[config.mk]
export PLATFORM = sky130hd
export DESIGN_NAME = uotg_power_ctrl
export DESIGN_NICKNAME = d
export VERILOG_FILES = /design/src/common/uotg_pkg.sv /design/src/hdl/uotg_power_ctrl.sv
export VERILOG_INCLUDE_DIRS = /design/src /design/src/common
export SDC_FILE = /design/constraint.sdc
export NUM_CORES = 1
export LEC_CHECK = 0
export BUFFER_PORTS_ARGS = -buffer_cell sky130_fd_sc_hd__clkbuf_2
export CAP_MARGIN = 20
export CORE_ASPECT_RATIO = 0.9
export CORE_UTILIZATION = 55
export CTS_CLUSTER_DIAMETER = 200
export CTS_CLUSTER_SIZE = 16
export DETAILED_ROUTE_END_ITERATION = 8
export MAX_ROUTING_LAYER = met4
export PLACE_DENSITY = 0.86
export SYNTH_ARGS = -nofsm -noshare
export SYNTH_HDL_FRONTEND = slang
export SYNTH_SLANG_ARGS = --single-unit
[constraint.sdc]
create_clock -name clk_sys -period 3.84 [get_ports clk_sys]
set_clock_uncertainty 0.2 [all_clocks]
set_input_delay 0.96 -clock clk_sys [delete_from_list [all_inputs] [get_ports clk_sys]]
set_output_delay 0.96 -clock clk_sys [all_outputs]
set_load 0.02 [all_outputs]
[src/common/uotg_defines.svh]
`ifndef UOTG_DEFINES_SVH
`define UOTG_DEFINES_SVH
// ----------------------------------------
// register map
// ----------------------------------------
`define UOTG_OFF_STAT 8'h00
`define UOTG_OFF_CTRL 8'h04
`define UOTG_OFF_PWRC 8'h08
`define UOTG_OFF_IRQF 8'h0C
`define UOTG_OFF_IRQM 8'h10
`define UOTG_RESP_OKAY 2'h0
`define UOTG_RESP_SLVERR 2'h2
`define UOTG_REG_RST 8'h00
// ----------------------------------------
// field positions
// ----------------------------------------
`define UOTG_B_ID 7
`define UOTG_B_LSTB 5
`define UOTG_B_ACT 4
`define UOTG_B_SESS 3
`define UOTG_B_BEND 2
`define UOTG_B_AVLD 0
`define UOTG_B_SWRES 2
`define UOTG_B_PEND 7
`define UOTG_B_GUARD 4
`define UOTG_B_BUSY 3
`define UOTG_B_SUSP 1
`define UOTG_B_EN 0
`define UOTG_B_RES_HI 7
`define UOTG_B_RES_LO 4
`define UOTG_B_VBON 3
`define UOTG_B_CHG 1
`define UOTG_B_DIS 0
`define UOTG_PWRC_WMASK 8'h13
`define UOTG_STAT_MASK 8'hAD
`define UOTG_FLAG_MASK 8'hBD
// ----------------------------------------
// timing
// ----------------------------------------
`define UOTG_CLK_MHZ 125
`define UOTG_LINE_STABLE_US 1000
`define UOTG_DRAIN_CYCLES 5'h10
`endif

[src/common/uotg_pkg.sv]
package uotg_pkg;
    typedef struct packed {
        logic cable_identity;
        logic session_valid;
        logic b_session_end;
        logic a_vbus_valid;
        logic activity;
    } uotg_pins_t;

    typedef struct packed {
        logic dplus_pullup_en;
        logic dminus_pullup_en;
        logic dplus_pulldown_en;
        logic dminus_pulldown_en;
    } uotg_res_t;

    typedef struct packed {
        uotg_res_t res;
        logic vbus_power_on;
        logic vbus_charge_en;
        logic vbus_discharge_en;
    } uotg_line_ctl_t;

    typedef struct packed {
        logic aw_held;
        logic w_held;
        logic [7:0] waddr;
        logic [7:0] wdata;
        logic wstrb0;
        logic bvalid;
        logic [1:0] bresp;
        logic rvalid;
        logic [1:0] rresp;
        logic [31:0] rdata;
    } uotg_axi_t;
endpackage : uotg_pkg

[src/hdl/uotg_power_ctrl.sv]
// Design decisions made here: the placing of the registers and the AXI4-Lite register port.
`timescale 1ns/1ns
`include "uotg_defines.svh"
module uotg_power_ctrl #(
    parameter int LINE_CYCLES = `UOTG_LINE_STABLE_US * `UOTG_CLK_MHZ
) (
    input wire logic clk_sys,
    input wire logic nrst,
    input wire logic [7:0] s_axi_awaddr,
    input wire logic s_axi_awvalid,
    output logic s_axi_awready,
    input wire logic [31:0] s_axi_wdata,
    input wire logic [3:0] s_axi_wstrb,
    input wire logic s_axi_wvalid,
    output logic s_axi_wready,
    output logic [1:0] s_axi_bresp,
    output logic s_axi_bvalid,
    input wire logic s_axi_bready,
    input wire logic [7:0] s_axi_araddr,
    input wire logic s_axi_arvalid,
    output logic s_axi_arready,
    output logic [31:0] s_axi_rdata,
    output logic [1:0] s_axi_rresp,
    output logic s_axi_rvalid,
    input wire logic s_axi_rready,
    input wire uotg_pkg::uotg_pins_t pins_in,
    input wire logic single_ended_zero_flag,
    input wire logic j_state_flag,
    input wire uotg_pkg::uotg_res_t hw_res,
    output uotg_pkg::uotg_line_ctl_t line_ctl,
    output logic usb_clk_en,
    output logic xcvr_low_power,
    output logic sleep_block,
    output logic irq
);
    typedef struct packed {
        uotg_pkg::uotg_axi_t axi;
        uotg_pkg::uotg_pins_t sync1;
        uotg_pkg::uotg_pins_t sync2;
        uotg_pkg::uotg_pins_t prev;
        logic [1:0] line_prev;
        logic [16:0] line_cnt;
        logic line_stable;
        logic [7:0] ctrl;
        logic [7:0] pwrc;
        logic [7:0] flags;
        logic [7:0] mask;
        logic pending;
        logic [4:0] drain;
        uotg_pkg::uotg_line_ctl_t out;
        logic clk_en;
        logic low_power;
        logic sleep_block;
        logic irq;
    } uotg_state_t;

    localparam logic [16:0] LINE_LAST = 17'(LINE_CYCLES - 1);

    uotg_state_t s;
    uotg_state_t n;
    logic [1:0] line_now;
    logic [7:0] stat_rd;
    logic [7:0] pwrc_rd;
    logic [7:0] rd_byte;
    logic [7:0] set_ev;
    logic [7:0] clr_ev;
    logic act_edge;
    logic busy;
    logic enable;
    logic suspend;
    logic wr_fire;
    logic [7:0] wb;
    logic rd_stat;

    // ----------------------------------------
    // read views
    // ----------------------------------------
    assign enable = s.pwrc[`UOTG_B_EN];
    assign suspend = s.pwrc[`UOTG_B_SUSP];
    // drain keeps busy up after disable so the analog side can settle
    assign busy = enable | (s.drain != 5'h00);
    assign line_now = {single_ended_zero_flag, j_state_flag};

    always_comb begin
        stat_rd = 8'h00;
        stat_rd[`UOTG_B_ID] = s.sync2.cable_identity;
        stat_rd[`UOTG_B_LSTB] = s.line_stable;
        stat_rd[`UOTG_B_SESS] = s.sync2.session_valid;
        stat_rd[`UOTG_B_BEND] = s.sync2.b_session_end;
        stat_rd[`UOTG_B_AVLD] = s.sync2.a_vbus_valid;
        pwrc_rd = s.pwrc & `UOTG_PWRC_WMASK;
        pwrc_rd[`UOTG_B_PEND] = s.pending;
        pwrc_rd[`UOTG_B_BUSY] = busy;
    end

    always_comb begin
        rd_byte = 8'h00;
        if (s_axi_araddr == `UOTG_OFF_STAT) begin
            rd_byte = stat_rd;
        end else if (s_axi_araddr == `UOTG_OFF_CTRL) begin
            rd_byte = s.ctrl;
        end else if (s_axi_araddr == `UOTG_OFF_PWRC) begin
            rd_byte = pwrc_rd;
        end else if (s_axi_araddr == `UOTG_OFF_IRQF) begin
            rd_byte = s.flags;
        end else if (s_axi_araddr == `UOTG_OFF_IRQM) begin
            rd_byte = s.mask;
        end
    end

    // ----------------------------------------
    // next state
    // ----------------------------------------
    assign wr_fire = s.axi.aw_held & s.axi.w_held & ~s.axi.bvalid;
    assign wb = s.axi.wdata;
    assign act_edge = s.sync2.activity & ~s.prev.activity;

    always_comb begin
        n = s;
        set_ev = 8'h00;
        clr_ev = 8'h00;
        // first stage feeds only the second
        n.sync1 = pins_in;
        n.sync2 = s.sync1;
        n.prev = s.sync2;
        // line stability timer
        n.line_prev = line_now;
        if (line_now != s.line_prev) begin
            n.line_cnt = 17'h00000;
            n.line_stable = 1'b0;
        end else if (s.line_cnt >= LINE_LAST) begin
            n.line_stable = 1'b1;
        end else begin
            n.line_cnt = s.line_cnt + 17'h00001;
        end
        // change events, only while enabled
        if (enable) begin
            set_ev[`UOTG_B_ID] = s.sync2.cable_identity ^ s.prev.cable_identity;
            set_ev[`UOTG_B_LSTB] = n.line_stable & ~s.line_stable;
            set_ev[`UOTG_B_SESS] = s.sync2.session_valid ^ s.prev.session_valid;
            set_ev[`UOTG_B_BEND] = s.sync2.b_session_end ^ s.prev.b_session_end;
            set_ev[`UOTG_B_AVLD] = s.sync2.a_vbus_valid ^ s.prev.a_vbus_valid;
            // in suspend the flag waits until the clock is back
            if (suspend) begin
                if (act_edge) begin
                    n.pending = 1'b1;
                end
            end else begin
                set_ev[`UOTG_B_ACT] = act_edge | s.pending;
                n.pending = 1'b0;
            end
        end else begin
            n.pending = 1'b0;
        end
        // register writes, byte lane 0 only
        if (wr_fire) begin
            n.axi.aw_held = 1'b0;
            n.axi.w_held = 1'b0;
            n.axi.bvalid = 1'b1;
            n.axi.bresp = `UOTG_RESP_OKAY;
            if (s.axi.waddr == `UOTG_OFF_CTRL) begin
                if (s.axi.wstrb0) begin
                    n.ctrl = wb;
                end
            end else if (s.axi.waddr == `UOTG_OFF_PWRC) begin
                if (s.axi.wstrb0) begin
                    n.pwrc = wb & `UOTG_PWRC_WMASK;
                end
            end else if (s.axi.waddr == `UOTG_OFF_IRQF) begin
                if (s.axi.wstrb0) begin
                    clr_ev = wb;
                end
            end else if (s.axi.waddr == `UOTG_OFF_IRQM) begin
                if (s.axi.wstrb0) begin
                    n.mask = wb & `UOTG_FLAG_MASK;
                end
            end else if (s.axi.waddr != `UOTG_OFF_STAT) begin
                n.axi.bresp = `UOTG_RESP_SLVERR;
            end
        end
        // set wins over a clear in the same cycle
        n.flags = ((s.flags & ~clr_ev) | set_ev) & `UOTG_FLAG_MASK;
        // busy drain after disable
        if (enable & ~n.pwrc[`UOTG_B_EN]) begin
            n.drain = `UOTG_DRAIN_CYCLES;
        end else if (s.drain != 5'h00) begin
            n.drain = s.drain - 5'h01;
        end
        // line and supply drive
        n.out = '0;
        if (enable) begin
            if (s.ctrl[`UOTG_B_SWRES]) begin
                n.out.res = uotg_pkg::uotg_res_t'(s.ctrl[`UOTG_B_RES_HI:`UOTG_B_RES_LO]);
            end else begin
                n.out.res = hw_res;
            end
            n.out.vbus_power_on = s.ctrl[`UOTG_B_VBON];
            n.out.vbus_charge_en = s.ctrl[`UOTG_B_CHG];
            n.out.vbus_discharge_en = s.ctrl[`UOTG_B_DIS];
        end
        n.clk_en = enable & ~suspend;
        n.low_power = ~enable | suspend;
        n.sleep_block = s.pwrc[`UOTG_B_GUARD] & (s.sync2.activity | s.pending);
        n.irq = |(n.flags & n.mask);
        // write address and data, either order
        if (s_axi_awvalid & s_axi_awready) begin
            n.axi.aw_held = 1'b1;
            n.axi.waddr = s_axi_awaddr;
        end
        if (s_axi_wvalid & s_axi_wready) begin
            n.axi.w_held = 1'b1;
            n.axi.wdata = s_axi_wdata[7:0];
            n.axi.wstrb0 = s_axi_wstrb[0];
        end
        if (s.axi.bvalid & s_axi_bready) begin
            n.axi.bvalid = 1'b0;
        end
        // read channel
        if (s_axi_arvalid & s_axi_arready) begin
            n.axi.rvalid = 1'b1;
            n.axi.rdata = {24'h000000, rd_byte};
            if (s_axi_araddr > `UOTG_OFF_IRQM || s_axi_araddr[1:0] != 2'h0) begin
                n.axi.rresp = `UOTG_RESP_SLVERR;
            end else begin
                n.axi.rresp = `UOTG_RESP_OKAY;
            end
        end else if (s.axi.rvalid & s_axi_rready) begin
            n.axi.rvalid = 1'b0;
        end
    end

    always_ff @(posedge clk_sys or negedge nrst) begin
        if (!nrst) begin
            s <= '0;
        end else begin
            s <= n;
        end
    end

    // ----------------------------------------
    // outputs
    // ----------------------------------------
    assign s_axi_awready = ~s.axi.aw_held & ~s.axi.bvalid;
    assign s_axi_wready = ~s.axi.w_held & ~s.axi.bvalid;
    assign s_axi_bvalid = s.axi.bvalid;
    assign s_axi_bresp = s.axi.bresp;
    assign s_axi_arready = ~s.axi.rvalid;
    assign s_axi_rvalid = s.axi.rvalid;
    assign s_axi_rdata = s.axi.rdata;
    assign s_axi_rresp = s.axi.rresp;
    assign line_ctl = s.out;
    assign usb_clk_en = s.clk_en;
    assign xcvr_low_power = s.low_power;
    assign sleep_block = s.sleep_block;
    assign irq = s.irq;

    // ----------------------------------------
    // read-back and sticky checks
    // ----------------------------------------
    // status must show the synchronised levels, never the raw pins
    assign rd_stat = s_axi_arvalid & s_axi_arready & (s_axi_araddr == `UOTG_OFF_STAT);
endmodule : uotg_power_ctrl

# --- After elaboration in Yosys (flattened, before gate mapping) ---
# Cells that the tools add are included.
totals:
  reg_bits: 110
  in_bits: 70
classes:
  n_addsub: 2
  n_lt_le_gt_ge: 2
  n_eq_ne: 11
  n_mux: 47
  n_bitwise: 36
  reduce_logical: 13
op_table:
  columns: ["cell", "count"]
  rows:
  - ["two-way mux 8 bit", 16]
  - ["== test 8 x 4 -> 1 bit (second input constant)", 4]
  - ["two-way mux 18 bit", 1]
  - ["adder 17 x 1 -> 17 bit (second input constant)", 1]
  - ["greater-or-equal comparator 17 bit (second input constant)", 1]
  - ["two-way mux 17 bit", 1]
  - ["bitwise AND 8 bit", 2]
  - ["== test 8 x 3 -> 1 bit (second input constant)", 2]
  - ["== test 8 x 5 -> 1 bit (second input constant)", 2]
  - ["two-way mux 1 bit", 16]
  - ["bitwise AND 1 bit", 14]
  - ["two-way mux 2 bit", 7]
  - ["nonzero test 2 bit", 6]
  - ["two-way mux 5 bit", 2]
  - ["NOT 1 bit", 10]
  - ["greater-than comparator 8 x 5 -> 1 bit (second input constant)", 1]
  - ["zero test 8 bit", 1]
  - ["two-way mux 4 bit", 2]
  - ["NOT 8 bit", 1]
  - ["bitwise OR 8 bit", 1]
  - ["nonzero test 8 bit", 1]
  - ["OR reduction 8 bit", 1]
  - ["two-way mux 7 bit", 1]
  - ["nonzero test 5 bit", 1]
  - ["other kinds (10)", 16]

# --- Logic depth before layout (Yosys ltp) ---
logic_depth:
  ltp_word: 10
  mapped_depth: 7

# --- Worst setup path before layout ---
# OpenSTA, ideal clock, no wires.
synth_timing:
  path_type: "input to register"
  start: "input port s_axi_araddr[0]"
  end: "register s (netlist bit s_axi_rdata[3])"
  arrival_time_ps: 2516
  required_time_ps: 3510
  path_slack_ps: 994
  path_stages: 5
  path_buffers: 0
  path_cell_list: "nor4_1 or3b_2 or4_1 a21boi_0 o31ai_1"
synth_via:
  elab_chain_cells: 6
synth_rtl:
  columns: ["element", "line_no", "text"]
  rows:
  - ["start, declared", "uotg_power_ctrl.sv:19", "input wire logic [7:0] s_axi_araddr,"]
  - ["== test 8 x 5 -> 1 bit (no line)", null, null]
  - ["two-way mux 8 bit", "uotg_power_ctrl.sv:106", "end else if (s_axi_araddr == `UOTG_OFF_IRQM) begin"]
  - ["two-way mux 8 bit", "uotg_power_ctrl.sv:104", "end else if (s_axi_araddr == `UOTG_OFF_IRQF) begin"]
  - ["two-way mux 8 bit", "uotg_power_ctrl.sv:102", "end else if (s_axi_araddr == `UOTG_OFF_PWRC) begin"]
  - ["two-way mux 8 bit", "uotg_power_ctrl.sv:100", "end else if (s_axi_araddr == `UOTG_OFF_CTRL) begin"]
  - ["two-way mux 8 bit (*)", "uotg_power_ctrl.sv:98", "if (s_axi_araddr == `UOTG_OFF_STAT) begin"]
  - ["end signal, assigned", "uotg_power_ctrl.sv:236", "s <= n;"]
  - ["end, declared", "uotg_power_ctrl.sv:59", "uotg_state_t s;"]
# Mark *: on every way between the ends. The rest lies on a longest branch, timed or not.
# A chain may end at the register's enable or synchronous reset.

==> metrics.txt <==
final hold vios=0; Yosys top cell area share=0.536; final WL=~9500 µm; Sw Ratio=0.306; sequential share of the synthesized area=0.536; initial antenna violation count=0; Max Fclk=roughly 350 MHz; via count=~3,400; Post-synth EDFFs=0; clock sink count=roughly 110; post-CTS sizing=0; TNS Setup=0 ns; ys flop type=dfrtp_1; Internal Pwr Total=about 1.9 mW; IO Count=~120; Yosys warning count=0; top post-synthesis cells by area=dfrtp_1, mux2_2, buf_4; total track usage=0.224; final antenna-violating net count=0; Area growth, synth to finish=8.99%; #FFs+latches synth=~110; Tcrit/Tclk final=0.753; TritonCTS clock tree=built; clock root buffer=clkbuf_8; die height=approximately 92 µm; Core ar.=approximately 0.0086 mm²; CP startpoint kind=flip-flop; clk slew on worst S/H paths=0.09 ns; setup ws final=between 0.9 and 1 ns; Setup WS pre-CTS=0.737 ns; Async SR Flop Fraction=1.00; I/O Buffers=a little under 70; DIE AREA=about 0.0094 mm²; Critical Path RT=between 3 and 4 ns; Mapped Area=~0.005 mm²; Worst-Margin Slew=around 0.85 ns; grt total ovfl=0; DR pass1 iterations=4; Antenna diodes=0; placement-stage cell area=slightly above 0.005 mm²; CTS Hold Buffers Added=0; Residual DRC=0; Worst IR Drop VDD=roughly 0.34 mV; Tightest Hold Check Type=reg -> reg; minimum clock period after layout=2.89 ns; Clock Tree Buf Depth=2; Worst setup EP type=flip-flop; vias in the first global route=roughly 3,300; cell area after layout=0.00540 mm²; Die W=between 100 and 150 µm; largest net degree at the start of global routing=66; Syn Area/Cell=between 10 and 15 µm²; Synth cell types=55; commonest cells in the netlist=dfrtp_1, buf_4, mux2_2; vias per cell=5.52; Slew HR=0.427; Clk network pwr share=0.241; Max H-tree Level=3; RSZ-0062 raised after global routing=false; Leak Pwr=about 2.5 nW; first-pass GRT wire length=between 15,000 and 20,000 µm; Tot Pwr=2.76 mW; 1st-iter DRT viols=~130; setup bufs post-CTS=0; gpl congestion=between 0.8 and 0.9; fin nets=567; Max FO, Critical Path=5; max-capacitance violation count=0; fillcell total=around 700; wire per inst=around 15 µm; FP Rows=32; WS Path Type=reg -> reg; Core Util, Final=0.624; run status=completed; later-pin clock latency in the skew report=around 0.35 ns; PwrDens=slightly above 500 mW/mm²; Cells after Synth=about 440; most frequent cell after synthesis=dfrtp_1; count of final setup violators=0; Comb pwr share=0.218; total CTS buffers=9; ratio of cells with drive above 1 in the final layout=0.260; P_sw=approximately 0.84 mW; Max Slew Vio Count=0; sequential share of power=0.541; DP Wirelength=just under 7000 µm; CP arrival=2.90 ns; Initial Util=0.573; leading area contributor after synthesis=dfrtp_1
-- worst paths after layout --
path,from,to,slack [ns],depth (start not counted)
worst min-delay path,n[74],n[69],0.15,0
min in group asynchronous,nrst,s[132],0.50,1
max in group asynchronous,nrst,s_axi_rdata[3],2.24,2
worst min register to register,n[74],n[69],0.15,0
worst max-delay path,s[132],irq,0.95,5
worst max register to register,s[132],irq,0.95,5
-- power groups by stage --
stage	Sequential (mW)	Combinational, mW	Clock, mW
floorplan	1.46	0.475	0
global placement	1.50	0.566	0
detailed placement	1.51	0.603	0
CTS	1.49	0.609	0.686
global route	1.52	0.664	0.727
finish	1.49	0.602	0.665
-- layout make-up --
class	instances	area, µm²	area share
clock inverters	3	40.0	0.00742
well taps	119	149	0.0276
inverters	12	45.0	0.00834
repair buffers	71	375	0.0695
flip-flops and latches	106	2650	0.491
clock buffers	11	151	0.0280
multi-input cells	294	1980	0.368
-- layer usage --
layer	vias up	GRT usage	wire (µm)
li1	1601	-	-
met1	1653	0.292	4210
met2	128	0.347	4540
met3	16	0.0534	555
met4	0	0.0714	156
met5	-	-	0
-- registers in the layout, indices dropped and copies added, names as in the netlist --
signal,count
s_axi_bvalid,1
wb,8
s,61
enable,1
s_axi_rvalid,1
xcvr_low_power,1
pwrc_rd,3
s_axi_rdata,8
n,10
sleep_block,1
line_ctl,7
s_axi_rresp,1
irq,1
s_axi_bresp,1
usb_clk_en,1
-- kinds of logic (layout without fill, tap and decap cells) --
group,count (synthesis),count (layout),share of synthesized area
DFF,106,106,0.536
xor gates and xnor gates,10,10,0.0177
adders and majority gates,3,3,0.00758
and+or+nand+nor,131,131,0.152
muxes,44,44,0.101
AOI/OAI and AO/OA,80,80,0.103
other,1,26,0.000757
buffers and inverters,66,97,0.0826
-- stage by stage --
stage | std cells | hold WS [ns]
floorplan | 466 | 0.131
global placement | 600 | 0.134
detailed placement | 600 | 0.137
CTS | 614 | 0.158
global route | 616 | 0.161
finish | 616 | 0.155
-- worst max-delay path: stages, from the launching register on --
cell      delay, ns
dfrtp_1        0.39
or4_4          0.59
nor4_1         0.76
o21ai_0        0.25
a222oi_1       0.39
nand3_1        0.17
-- cells in the final DEF, fill, tap and decap left out, drive strengths merged, types with 2 or more instances in the layout --
| cell type | instances |
|---|---|
| and2 | 7 |
| o31ai | 10 |
| nor3 | 9 |
| nor2 | 24 |
| inv | 12 |
| nand4 | 2 |
| clkbuf | 79 |
| xor2 | 5 |
| o22ai | 2 |
| nor4 | 3 |
| ha | 3 |
| a21boi | 3 |
| o21a | 4 |
| mux2i | 7 |
| a2bb2oi | 3 |
| nand4b | 3 |
| nor3b | 2 |
| a211oi | 2 |
| nand3 | 9 |
| dfrtp | 106 |
| xnor2 | 5 |
| nor2b | 10 |
| a21oi | 20 |
| o21ai | 20 |
| clkinv | 2 |
| nand2b | 5 |
| and3 | 4 |
| nand2 | 26 |
| or3 | 12 |
| buf | 3 |
| a21o | 3 |
| mux2 | 36 |
| or4 | 8 |
| a31oi | 3 |
| conb | 26 |
| nor4b | 2 |
(Power assumes the default switching activity.)
